File: src/common/vpwifr_cfg.svh
`ifndef VPWIFR_CFG_SVH
`define VPWIFR_CFG_SVH

// Register byte offsets on the APB
`define VPWIFR_OFS_CTRL 12'h000
`define VPWIFR_OFS_DATA 12'h004
`define VPWIFR_OFS_STAT 12'h008

// Control register fields
`define VPWIFR_CTRL_NOCRC 0
`define VPWIFR_CTRL_CRC 1
`define VPWIFR_CTRL_SINGLE 2
`define VPWIFR_CTRL_NORM_BIT_FORMAT_SEL 3
`define VPWIFR_CTRL_TX_END_OF_DATA 4

// Status register fields
`define VPWIFR_STAT_TX_HOLDING_EMPTY 0
`define VPWIFR_STAT_ARB 1
`define VPWIFR_STAT_UNDR 2
`define VPWIFR_STAT_BERR 3
`define VPWIFR_STAT_STATE 4

// Reset values
`define VPWIFR_REQ_RST 3'h0
`define VPWIFR_DATA_RST 8'h00
`define VPWIFR_CNT_RST 3'h0

// Byte framing and check byte
`define VPWIFR_LAST_BIT 3'h7
`define VPWIFR_CRC_INIT 8'hff
`define VPWIFR_CRC_POLY 8'h1d

`endif

File: src/common/vpwifr_pkg.sv
package vpwifr_pkg;

  typedef enum logic [3:0] {
    vpwifr_st_idle,
    vpwifr_st_norm,
    vpwifr_st_data,
    vpwifr_st_crc,
    vpwifr_st_eod,
    vpwifr_st_echo,
    vpwifr_st_extra,
    vpwifr_st_retry
  } vpwifr_state_t;

  typedef enum logic [1:0] {
    vpwifr_sym_norm,
    vpwifr_sym_data,
    vpwifr_sym_eod
  } vpwifr_sym_t;

endpackage : vpwifr_pkg

File: src/hw/vpwifr_crc8.sv
`include "vpwifr_cfg.svh"

module vpwifr_crc8 (
  input wire logic mclk,          // Module clock
  input wire logic nrst,          // Synchronous reset, active low
  input wire logic clr,           // Restart the check sum
  input wire logic en,            // Feed one transmitted bit
  input wire logic din,           // Bit being fed
  output logic [7:0] crc_o        // Inverted check byte, including a bit fed now
);
  logic [7:0] crc_q;
  wire fb = crc_q[7] ^ din;
  wire [7:0] nxt = {crc_q[6:0], 1'b0} ^ (fb ? `VPWIFR_CRC_POLY : 8'h00);

  // Lets the caller load the check byte in the cycle of the final data bit
  assign crc_o = ~(en ? nxt : crc_q);

  always_ff @(posedge mclk) begin
    if (!nrst || clr) begin
      crc_q <= `VPWIFR_CRC_INIT;
    end else if (en) begin
      crc_q <= nxt;
    end
  end
endmodule : vpwifr_crc8

File: src/hw/vpwifr_shift.sv
`include "vpwifr_cfg.svh"

module vpwifr_shift (
  input wire logic mclk,          // Module clock
  input wire logic nrst,          // Synchronous reset, active low
  input wire logic load,          // Load a new byte
  input wire logic [7:0] din,     // Byte to load
  input wire logic shift,         // Advance to the next bit
  output logic bit_o,             // Bit now on offer, msb first
  output logic last_o             // Bit on offer is the eighth
);
  logic [7:0] sh_q;
  logic [2:0] cnt_q;

  assign bit_o = sh_q[7];
  assign last_o = (cnt_q == `VPWIFR_LAST_BIT);

  always_ff @(posedge mclk) begin
    if (!nrst) begin
      sh_q <= `VPWIFR_DATA_RST;
      cnt_q <= `VPWIFR_CNT_RST;
    end else if (load) begin
      sh_q <= din;
      cnt_q <= `VPWIFR_CNT_RST;
    end else if (shift) begin
      sh_q <= {sh_q[6:0], 1'b0};
      cnt_q <= cnt_q + 3'h1;
    end
  end
endmodule : vpwifr_shift

File: src/hw/vpwifr_tx.sv
`include "vpwifr_cfg.svh"

module vpwifr_tx
  import vpwifr_pkg::*;
(
  input wire logic mclk,                      // Module clock, 25 MHz
  input wire logic nrst,                      // Synchronous reset, active low
  input wire logic psel,                      // APB select
  input wire logic penable,                   // APB access phase
  input wire logic pwrite,                    // APB write
  input wire logic [11:0] paddr,              // APB byte address
  input wire logic [31:0] pwdata,             // APB write data
  output logic [31:0] prdata,                 // APB read data
  output logic pready,                        // APB ready
  output logic pslverr,                       // APB error on unmapped address
  input wire logic rx_eod_ok,                 // Valid EOD received, no CRC error
  input wire logic rx_eof,                    // End of frame received
  input wire logic rx_byte_valid,             // A byte finished on the bus
  input wire logic [7:0] rx_byte,             // That byte
  input wire logic bus_error,                 // Bus error detected
  output logic sym_valid,                     // Symbol on offer
  output vpwifr_pkg::vpwifr_sym_t sym_kind,   // Kind of symbol on offer
  output logic sym_bit,                       // Bit value for norm and data symbols
  input wire logic sym_done,                  // Offered symbol has ended
  input wire logic sym_lost                   // Arbitration lost on that symbol
);
  import vpwifr_pkg::*;

  function automatic logic hit(input logic [11:0] a, input logic [11:0] ofs);
    hit = (a == ofs);
  endfunction : hit

  vpwifr_state_t state_q, state_d;
  logic [2:0] req_q, req_d;
  logic norm_bit_format_sel_q, tx_end_of_data_q, tx_end_of_data_d;
  logic [7:0] data_q, own_q;
  logic hold_q, tx_holding_empty_q, arb_q, undr_q, berr_q;
  logic post_eod_q, single_q, crc_q, extra_q, extra_d;
  logic [31:0] prdata_q;
  logic load_sh, sh_shift, crc_en, crc_clr, req_clr, tx_end_of_data_clr, take_hold;
  logic set_tx_holding_empty, set_arb, set_undr;
  logic [7:0] sh_din;
  logic sh_bit, sh_last;
  logic [7:0] crc_byte;

  // Bus slave decode
  wire setup = psel & ~penable;
  wire acc = psel & penable;
  wire hit_ctrl = hit(paddr, `VPWIFR_OFS_CTRL);
  wire hit_data = hit(paddr, `VPWIFR_OFS_DATA);
  wire hit_stat = hit(paddr, `VPWIFR_OFS_STAT);
  wire mapped = hit_ctrl | hit_data | hit_stat;
  wire wr_ctrl = acc & pwrite & hit_ctrl;
  wire wr_data = acc & pwrite & hit_data;
  wire wr_stat = acc & pwrite & hit_stat;
  assign pready = 1'b1;
  assign pslverr = acc & ~mapped;
  assign prdata = prdata_q;

  wire [31:0] rd_ctrl = {27'h0, tx_end_of_data_q, norm_bit_format_sel_q, req_q};
  wire [31:0] rd_data = {24'h0, data_q};
  wire [31:0] rd_stat = {24'h0, state_q, berr_q, undr_q, arb_q, tx_holding_empty_q};
  wire [31:0] rd_mux = hit_ctrl ? rd_ctrl : hit_data ? rd_data : hit_stat ? rd_stat : 32'h0;

  // Priority encode of the requests; raw bits are what software reads back
  wire eff_single = req_q[2];
  wire eff_crc = req_q[1] & ~req_q[2];
  wire eff_nocrc = req_q[0] & ~req_q[1] & ~req_q[2];
  wire any_req = eff_single | eff_crc | eff_nocrc;

  // A write landing once the EOD is in cannot arm a response
  wire late_wr = (post_eod_q | rx_eod_ok) & (state_q == vpwifr_st_idle);
  wire [2:0] wr_req = pwdata[2:0] & {3{~late_wr}};
  wire nb_val = crc_q ^ norm_bit_format_sel_q;

  assign sym_valid = (state_q == vpwifr_st_norm) | (state_q == vpwifr_st_data) |
                     (state_q == vpwifr_st_crc) | (state_q == vpwifr_st_eod) |
                     (state_q == vpwifr_st_extra);
  assign sym_kind = (state_q == vpwifr_st_norm) ? vpwifr_sym_norm :
                    (state_q == vpwifr_st_eod) ? vpwifr_sym_eod : vpwifr_sym_data;
  assign sym_bit = (state_q == vpwifr_st_norm) ? nb_val :
                   (state_q == vpwifr_st_extra) ? 1'b1 : sh_bit;

  vpwifr_shift u_shift (
    .mclk(mclk),
    .nrst(nrst),
    .load(load_sh),
    .din(sh_din),
    .shift(sh_shift),
    .bit_o(sh_bit),
    .last_o(sh_last)
  );

  vpwifr_crc8 u_crc (
    .mclk(mclk),
    .nrst(nrst),
    .clr(crc_clr),
    .en(crc_en),
    .din(sh_bit),
    .crc_o(crc_byte)
  );

  always_comb begin
    state_d = state_q;
    extra_d = extra_q;
    load_sh = 1'b0;
    sh_din = data_q;
    sh_shift = 1'b0;
    crc_en = 1'b0;
    crc_clr = 1'b0;
    req_clr = 1'b0;
    tx_end_of_data_clr = 1'b0;
    take_hold = 1'b0;
    set_tx_holding_empty = 1'b0;
    set_arb = 1'b0;
    set_undr = 1'b0;
    case (state_q)
      vpwifr_st_idle: begin
        if (rx_eod_ok && any_req) begin
          crc_clr = 1'b1;
          state_d = vpwifr_st_norm;
        end
      end
      vpwifr_st_norm: begin
        // Losing the normalization bit is fine: the winner's bit syncs everyone
        if (sym_done) begin
          load_sh = 1'b1;
          take_hold = 1'b1;
          set_tx_holding_empty = ~single_q & ~tx_end_of_data_q;
          state_d = vpwifr_st_data;
        end
      end
      vpwifr_st_data: begin
        if (sym_done && sym_lost) begin
          set_arb = 1'b1;
          if (single_q) begin
            state_d = vpwifr_st_retry;
          end else begin
            req_clr = 1'b1;
            extra_d = 1'b0;
            state_d = sh_last ? vpwifr_st_extra : vpwifr_st_idle;
          end
        end else if (sym_done) begin
          crc_en = crc_q;
          sh_shift = ~sh_last;
          if (!sh_last) begin
            state_d = vpwifr_st_data;
          end else if (single_q) begin
            req_clr = 1'b1;
            state_d = vpwifr_st_idle;
          end else if (hold_q) begin
            load_sh = 1'b1;
            take_hold = 1'b1;
            set_tx_holding_empty = ~tx_end_of_data_q;
          end else if (tx_end_of_data_q && crc_q) begin
            load_sh = 1'b1;
            sh_din = crc_byte;
            state_d = vpwifr_st_crc;
          end else if (tx_end_of_data_q) begin
            state_d = vpwifr_st_eod;
          end else begin
            // Underrun: leave on a broken byte boundary so receivers flag it
            set_undr = 1'b1;
            req_clr = 1'b1;
            extra_d = 1'b0;
            state_d = vpwifr_st_extra;
          end
        end
      end
      vpwifr_st_crc: begin
        if (sym_done && sym_lost) begin
          set_arb = 1'b1;
          req_clr = 1'b1;
          extra_d = 1'b0;
          state_d = sh_last ? vpwifr_st_extra : vpwifr_st_idle;
        end else if (sym_done) begin
          sh_shift = ~sh_last;
          state_d = sh_last ? vpwifr_st_eod : vpwifr_st_crc;
        end
      end
      vpwifr_st_eod: begin
        if (sym_done) begin
          req_clr = 1'b1;
          state_d = vpwifr_st_echo;
        end
      end
      vpwifr_st_echo: begin
        if (rx_eod_ok) begin
          tx_end_of_data_clr = 1'b1;
          state_d = vpwifr_st_idle;
        end else if (rx_eof) begin
          state_d = vpwifr_st_idle;
        end
      end
      vpwifr_st_extra: begin
        if (sym_done) begin
          extra_d = 1'b1;
          state_d = extra_q ? vpwifr_st_idle : vpwifr_st_extra;
        end
      end
      vpwifr_st_retry: begin
        if (tx_end_of_data_q) begin
          req_clr = 1'b1;
          state_d = vpwifr_st_idle;
        end else if (rx_byte_valid && rx_byte == own_q) begin
          req_clr = 1'b1;
          state_d = vpwifr_st_idle;
        end else if (rx_byte_valid) begin
          load_sh = 1'b1;
          sh_din = own_q;
          state_d = vpwifr_st_data;
        end
      end
      default: begin
        state_d = vpwifr_st_idle;
      end
    endcase
    if (bus_error) begin
      req_clr = 1'b1;
      tx_end_of_data_clr = 1'b1;
      load_sh = 1'b0;
      take_hold = 1'b0;
      set_tx_holding_empty = 1'b0;
      state_d = vpwifr_st_idle;
    end
  end

  // Software writes win over hardware clears in the same cycle
  wire tx_end_of_data_kill_single = tx_end_of_data_q & req_q[2];
  assign req_d = wr_ctrl ? wr_req :
                 (req_clr ? `VPWIFR_REQ_RST :
                  (tx_end_of_data_kill_single ? {1'b0, req_q[1:0]} : req_q));
  assign tx_end_of_data_d = (wr_ctrl & pwdata[`VPWIFR_CTRL_TX_END_OF_DATA]) | (tx_end_of_data_q & ~tx_end_of_data_clr);

  always_ff @(posedge mclk) begin
    if (!nrst) begin
      state_q <= vpwifr_st_idle;
      req_q <= `VPWIFR_REQ_RST;
      tx_end_of_data_q <= 1'b0;
      norm_bit_format_sel_q <= 1'b0;
      extra_q <= 1'b0;
    end else begin
      state_q <= state_d;
      req_q <= req_d;
      tx_end_of_data_q <= tx_end_of_data_d;
      extra_q <= extra_d;
      if (wr_ctrl) begin
        norm_bit_format_sel_q <= pwdata[`VPWIFR_CTRL_NORM_BIT_FORMAT_SEL];
      end
    end
  end

  always_ff @(posedge mclk) begin
    if (!nrst) begin
      single_q <= 1'b0;
      crc_q <= 1'b0;
      post_eod_q <= 1'b0;
    end else begin
      if (state_q == vpwifr_st_idle && rx_eod_ok) begin
        single_q <= eff_single;
        crc_q <= eff_crc;
      end
      post_eod_q <= rx_eod_ok | (post_eod_q & ~rx_eof & ~bus_error);
    end
  end

  always_ff @(posedge mclk) begin
    if (!nrst) begin
      data_q <= `VPWIFR_DATA_RST;
      own_q <= `VPWIFR_DATA_RST;
      hold_q <= 1'b0;
      tx_holding_empty_q <= 1'b0;
      prdata_q <= 32'h0;
    end else begin
      if (wr_data) begin
        data_q <= pwdata[7:0];
      end
      if (take_hold) begin
        own_q <= data_q;
      end
      hold_q <= wr_data | (hold_q & ~take_hold);
      // Cleared by a data write or by setting end-of-data
      tx_holding_empty_q <= set_tx_holding_empty | (tx_holding_empty_q & ~wr_data & ~tx_end_of_data_q);
      if (setup) begin
        prdata_q <= rd_mux;
      end
    end
  end

  always_ff @(posedge mclk) begin
    if (!nrst) begin
      arb_q <= 1'b0;
      undr_q <= 1'b0;
      berr_q <= 1'b0;
    end else begin
      arb_q <= set_arb | (arb_q & ~(wr_stat & pwdata[`VPWIFR_STAT_ARB]));
      undr_q <= set_undr | (undr_q & ~(wr_stat & pwdata[`VPWIFR_STAT_UNDR]));
      berr_q <= bus_error | (berr_q & ~(wr_stat & pwdata[`VPWIFR_STAT_BERR]));
    end
  end
endmodule : vpwifr_tx

File: config.mk
export PLATFORM = sky130hd
export DESIGN_NAME = vpwifr_tx
export DESIGN_NICKNAME = d
export VERILOG_FILES = /design/src/common/vpwifr_pkg.sv /design/src/hw/vpwifr_crc8.sv /design/src/hw/vpwifr_shift.sv /design/src/hw/vpwifr_tx.sv
export VERILOG_INCLUDE_DIRS = /design/src /design/src/common
export SDC_FILE = /design/constraint.sdc
export NUM_CORES = 1
export LEC_CHECK = 0
export BUFFER_PORTS_ARGS = -buffer_cell sky130_fd_sc_hd__buf_2
export CORE_MARGIN = 2
export CORE_UTILIZATION = 54
export CTS_BUF_LIST = sky130_fd_sc_hd__clkbuf_4
export CTS_CLUSTER_SIZE = 24
export DETAILED_ROUTE_END_ITERATION = 8
export HOLD_SLACK_MARGIN = 0.02
export PLACE_DENSITY = 0.84
export RECOVER_POWER = 100
export SETUP_SLACK_MARGIN = 0.1
export SLEW_MARGIN = 20
export SYNTH_ARGS = -nofsm -noshare
export SYNTH_HDL_FRONTEND = slang
export SYNTH_SLANG_ARGS = --single-unit
File: constraint.sdc
create_clock -name mclk -period 2.4 [get_ports mclk]
set_clock_uncertainty 0.05 [all_clocks]
set_input_delay 0.12 -clock mclk [delete_from_list [all_inputs] [get_ports mclk]]
set_output_delay 0.12 -clock mclk [all_outputs]
set_load 0.02 [all_outputs]
==> metrics.md, run 1 <==
| Metric | Value |
|---|---|
| Hold Path Stages | 4 |
| CP max FO | 16 |
| Met3 WL | approximately 640 µm |
| Share of cells above drive strength 1 | 0.188 |
| Final hold vios | 0 |
| Gr ovfl total | 0 |
| Wire per inst | between 15 and 20 µm |
| Pleak | approximately 0.0015 µW |
| Worst-case reg-to-reg path depth | 9 |
| Fill count | about 540 |
| Dpl hpwl | 6.49 mm |
| Placed cell areas | ~3800 µm² |
| Final Setup Violations | 0 |
| PD cells | slightly below 500 nW/µm² |
| Tcrit/Tclk final | 0.933 |
| Cell taking the most area after synthesis | dfxtp_1 |
| CP cell instances | ha_1, ha_4, nand4bb_4, nor3b_2, clkbuf_4, a21boi_0, o31a_4, or3_1, o211ai_1 |
| Worst reg-to-reg setup slack | 0.16 ns |
| # H-tree levels | 3 |
| Arrival time at the worst endpoint | approximately 2.5 ns |
| Total iterations of the first detailed-routing run | 7 |
| Post-Route WL | between 9 and 10 mm |
| First-pass GRT wire length | 14.8 mm |
| EDFF count, synth | 0 |
| GP Congestion | approximately 0.94 |
| Core Region | approximately 6400 µm² |
| Total die area | about 7400 µm² |
| I/O Pins | just over 100 |
| Initial drt markers | around 200 |
| Max Slew Vio Count | 0 |
| Die Ht | 85.8 µm |
| NumNets Final | ~560 |
| Hold crit path type | primary input to flip-flop |
| Top cell type's share of synthesized area | 0.332 |
| Warnings from Yosys | 0 |
| Max-cap viol count | 0 |
| Vias in the first global route | between 3000 and 4000 |
| Port Buffers | 51 |
| Fmax achieved | about 450 MHz |
| Netlist Area Pre-Place | ~3600 µm² |
| Asr flop ratio synth | 0 |
| Core Rows | 29 |
| P&R area growth vs syn | 13.8% |
| TritonCTS clock tree | yes |
| Most common cell in the netlist | dfxtp_1 |
| Initial antenna violation count | 0 |
| Multi-input gate area | around 2100 µm² |
| Reg clk slew, reported paths | 0.10 ns |
| Sequential Area | 1210 µm² |
| Top Layer Used | met4 |
| Max_slew headroom | 0.635 |
| CP Data Required Time | 2.69 ns |
| Avg Cell Area, Syn | 8.51 µm² |
| Synth Register Bits | 60 |
| Crit Path Category | flip-flop to flip-flop |
| Average vias per placed instance | between 5 and 6 |
| Tot GR Track Use | 0.258 |
| Antenna Nets Post-Route | 0 |
| Design area | 4120 µm² |
| Crit end category | flip-flop |
| WL met2 | 4.31 mm |
| Unrepaired setup endpoints after global routing | false |
| Status | complete, but fails checks |
| Hold Path Origin | penable |
| Synth top area cells | dfxtp_1 (33%), buf_4 (6.0%), nand2_1 (5.6%), mux2i_1 (4.4%), nor2b_1 (4.2%) |
| Share of the yosys chip area belonging to registers | 0.332 |
| Initial Utilization | 0.563 |
| Library cells used by synthesis | 60 |
| Total CTS buffers | 9 |
| Min cycle time layout | roughly 2.2 ns |
| Violated checks | design-rule violations |
| Most frequent cells after synthesis | dfxtp_1 (60), nand2_1 (54), buf_4 (29) |
| Skew-Pair Late Insertion Delay | approximately 0.42 ns |
| DR DRC count | 6 |
| RR Endpoint | u_shift.sh_q[2] |
| Fin Setup TNS | 0 ns |
| Synth Instances | 425 |
| Worst Hold End | prdata[7] |
| Slowest CP cell | o31a_4 |
| R2r startpoint | u_shift.cnt_q[0] |
| Top FF cell, synth | dfxtp_1 |
| Post-Route M1 WL | 3.98 mm |
| Max stage delay on crit path | between 0.4 and 0.5 ns |
| Slew of the pin with the lowest slew margin | about 0.55 ns |
| Routed vias | 3300 |
| Chip width | ~86 µm |
| CTS max path bufs | 2 |
| Num Clock Sinks | 60 |
| Max VDD drop | between 300 and 400 µV |
| Largest net degree at the start of global routing | 33 |
| Startpoint class of the critical path | flip-flop |
| Diode count | 0 |
| CTS Root Cell | clkbuf_4 |
## final cells by class
class,count,area share
clock buffers,9,0.0164
clock inverters,6,0.0194
inverters,13,0.0119
multi-input cells,326,0.519
flip-flops and latches,60,0.293
well taps,77,0.0234
repair buffers,81,0.117
## worst max-delay path: cells and delay by family (launching register included)
| family | cells | cell delay (ns) |
|---|---|---|
| buffers and inverters | 1 | 0.14 |
| AOI/OAI and AO/OA | 3 | 0.66 |
| DFF | 1 | 0.34 |
| and+or+nand+nor | 3 | 0.54 |
| adders and majority gates | 2 | 0.41 |
## worst max path at each step
stage	startpoint	endpoint	slack, ns	cells after the start
finish	u_shift.cnt_q[0]	u_shift.sh_q[2]	0.16	9
global route	state_q[2]	state_q[0]	0.06	7
CTS	u_shift.cnt_q[0]	u_shift.sh_q[2]	0.16	8
detailed placement	u_shift.cnt_q[0]	u_shift.sh_q[2]	0.13	8
global placement	u_shift.cnt_q[0]	own_q[5]	0.17	9
floorplan	u_shift.cnt_q[0]	own_q[0]	0.40	9
## repair_timing
item,4_1_cts,5_1_grt
endpoints found under the setup margin,1,19
pin swaps,0,2
setup buffers,0,2
resized for setup,1,14
hold buffers,13,0
endpoints found under the hold margin,17,0
gates cloned,0,1
## sequential cells by signal, indices dropped and copies added, names as in the netlist, 3 cells and up
signal         flops
own_q              8
u_shift.cnt_q      3
u_crc.crc_q        8
req_q              3
u_shift.sh_q       8
prdata             8
data_q             8
state_q            3
## where the power goes
part / switching (µW) / total (µW) / internal (µW)
sequential: 12.6 / 1020 / 1010
combinational: 151 / 235 / 84.1
clock: 384 / 793 / 408
## placed cells by master, fill, tap and decap left out, drive strengths merged, types with 2 or more instances in the layout
cell type and n:
ha 3, conb 25, mux2 5, clkbuf 27, nor4 8, nand4 3
nand2b 6, buf 50, mux2i 16, a22oi 10, o211ai 2, and3 5
or3 2, o311a 2, xnor2 6, or4 3, nand3 7, dfxtp 60
and2 3, nor2b 24, inv 13, nor2 24, nand2 54, dlygate4sd3 13
nor3 9, a221oi 7, bufinv 2, nor3b 3, a21oi 15, o21ai 16
a32oi 2, o2111ai 2, o22ai 9, clkinv 4, or2b 4, nand4b 2
o21a 3, a31oi 12, a21boi 13, xor2 9
## routing by layer
| metal | global-route usage | vias to the layer above |
|---|---|---|
| met3 | 0.0635 | 15 |
| met2 | 0.429 | 152 |
| met4 | 0.0851 | 0 |
| met1 | 0.329 | 1530 |
| met5 | 0 | - |
| li1 | - | 1603 |
## stage by stage
stage / instances / util / total power [µW] / hold slack, ns / worst slack [ns]
2_1_floorplan: 448 / - / 1220 / 0.209 / 0.402
3_3_place_gp: 541 / 0.599 / 1260 / 0.326 / 0.168
3_5_place_dp: 541 / 0.599 / 1260 / 0.330 / 0.129
4_1_cts: 569 / 0.643 / 2060 / 0.0527 / 0.161
5_1_grt: 572 / 0.641 / 2120 / 0.0903 / 0.0593
6_report: 572 / 0.641 / 2050 / 0.0632 / 0.161
## kinds of logic after synthesis
family | after synthesis | synth area share
buf+inv | 62 | 0.102
fa+ha+maj | 3 | 0.0104
compound gates | 100 | 0.202
other cells | 2 | 0.00208
simple gates | 162 | 0.255
mux | 21 | 0.0598
xor+xnor | 15 | 0.0363
flops | 60 | 0.332
(Power assumes the default switching activity.)
==> inputs of run 2 (changes only) <==
--- a/config.mk
+++ b/config.mk
@@ -13,7 +13,7 @@
 export CTS_CLUSTER_SIZE = 24
 export DETAILED_ROUTE_END_ITERATION = 8
 export HOLD_SLACK_MARGIN = 0.02
-export PLACE_DENSITY = 0.84
+export PLACE_DENSITY = 0.82
 export RECOVER_POWER = 100
 export SETUP_SLACK_MARGIN = 0.1
 export SLEW_MARGIN = 20
==> metrics.md, run 2 (same netlist as run 1, synthesis figures left out) <==
| Metric | Value |
|---|---|
| Status | complete, but fails checks |
| Violated checks | design-rule violations |
| Non-filler cells, final | ~580 |
| Routed vias | around 3300 |
| Util after Layout | 0.639 |
| Max_slew headroom | 0.617 |
| Final hold vios | 0 |
| Slew of the pin with the lowest slew margin | 0.569 ns |
| Crit Path Category | flip-flop to flip-flop |
| Dpl hpwl | about 6.5 mm |
| CP Data Required Time | between 2 and 3 ns |
| Total power | 1940 µW |
| Initial antenna violation count | 0 |
| Wire per inst | roughly 16 µm |
| Reg clk slew, reported paths | roughly 0.11 ns |
| Core Region | 6420 µm² |
| Final Setup Violations | 0 |
| Commonest cells after routing, fill and taps aside | dfxtp_1 (57), nand2_1 (54), buf_2 (37) |
| Gr ovfl total | 0 |
| Fmax achieved | ~430 MHz |
| Max Slew Vio Count | 0 |
| Core Rows | 29 |
| Min cycle time layout | 2.31 ns |
| Largest net degree at the start of global routing | 33 |
| CTS max path bufs | 2 |
| Initial drt markers | 225 |
| Total iterations of the first detailed-routing run | 8 |
| DR DRC count | 3 |
| First-pass GRT wire length | about 15 mm |
| Pleak | about 0.0015 µW |
| Arrival time at the worst endpoint | 2.57 ns |
| P&R area growth vs syn | 13.4% |
| Average vias per placed instance | between 5 and 6 |
| PD cells | 473 nW/µm² |
| Fill count | 577 |
| Tot GR Track Use | 0.253 |
| Tcrit/Tclk final | 0.961 |
| CTS Root Cell | clkbuf_4 |
| Diode count | 0 |
| Num Clock Sinks | 60 |
| Initial Utilization | 0.563 |
| CP max FO | 5 |
| Total CTS buffers | 9 |
| Setup Slack @ Placement | approximately 0.15 ns |
| Port Buffers | between 50 and 60 |
| Slowest CP cell | dfxtp_1 |
| CP cell instances | ha_1, ha_2, nand4bb_1, nor3b_2, a21oi_2, nor4_2, buf_2, o21ai_0, and2_1 |
| Vias in the first global route | between 3000 and 4000 |
| Crit end category | flip-flop |
| Startpoint class of the critical path | flip-flop |
| Skew-Pair Late Insertion Delay | 0.42 ns |
| # H-tree levels | 3 |
| Total die area | around 7400 µm² |
| Antenna Nets Post-Route | 0 |
| Setup ws final | around 0.094 ns |
| I/O Pins | 101 |
| Max VDD drop | 371 µV |
| TritonCTS clock tree | yes |
| Post-Route WL | roughly 9.3 mm |
| Hold crit path type | primary input to flip-flop |
| Leading cell type in the layout, fill and taps excluded | dfxtp_1 |
| Max-cap viol count | 0 |
| Max stage delay on crit path | 0.35 ns |
| Chip width | roughly 86 µm |
| Die Ht | 85.8 µm |
| GP Congestion | between 0.8 and 0.9 |
| NumNets Final | 560 |
| Share of cells above drive strength 1 | 0.189 |
| Post-Place Cells | around 540 |
-- run 2: cell types whose count changed in the layout (fill, tap and decap cells not counted), sizes merged --
cell / delta
clkinv: +1
buf: +3
bufinv: -1
-- run 2: path summary, 6_finish.rpt --
check	from	endpoint	slack (ns)	depth (start not counted)
max	u_shift.cnt_q[1]	hold_q	0.09	9
min	penable	prdata[7]	0.08	4
max reg2reg	u_shift.cnt_q[1]	hold_q	0.09	9
min reg2reg	prdata[7]	prdata[7]	0.43	2
-- run 2: worst max-delay path, delay by kind of cell, from the launching register on --
family / cells / cell delay (ns)
and+or+nand+nor: 4 / 1.00
DFF: 1 / 0.35
adders and majority gates: 2 / 0.33
buffers and inverters: 1 / 0.27
AOI/OAI and AO/OA: 2 / 0.20
-- run 2: final cells by class --
class                           instances  area [µm²]  area share
Multi-Input combinational cell        326        2120       0.517
Sequential cell                        60        1200       0.294
Timing Repair Buffer                   84         507       0.124
Tap cell                               77        96.3      0.0235
Clock buffer                            9        67.6      0.0165
Clock inverter                          6        56.3      0.0137
Inverter                               13        48.8      0.0119
-- run 2: stage by stage --
stage          setup TNS, ns  cell area (µm²)  hold WS (ns)
4_1_cts                    0             4110        0.0443
6_report                   0             4100        0.0835
3_5_place_dp               0             3850         0.333
3_3_place_gp               0             3850         0.327
2_1_floorplan              0             3700         0.209
5_1_grt              -0.0117             4100        0.0955
-- run 2: power by group --
| group | total (µW) | switching [µW] | internal, µW |
|---|---|---|---|
| sequential | 1020 | 13.8 | 1010 |
| clock | 687 | 384 | 303 |
| combinational | 234 | 149 | 84.8 |
| total | 1940 | 547 | 1390 |
-- run 2: timing repair --
action / in CTS / in global routing
setup buffers: 0 / 4
endpoints found under the setup margin: 0 / 23
resized for setup: 0 / 10
hold endpoints to repair: 20 / 0
hold buffers: 13 / 0
-- run 2: layer usage --
layer / vias up / part of all wire / track usage / routed length, µm
met4: 0 / 0.010 / 0.0620 / 93
met3: 12 / 0.077 / 0.0674 / 713
met5: - / 0 / 0 / 0
li1: 1601 / - / - / -
met1: 1578 / 0.43 / 0.336 / 4010
met2: 149 / 0.48 / 0.413 / 4480
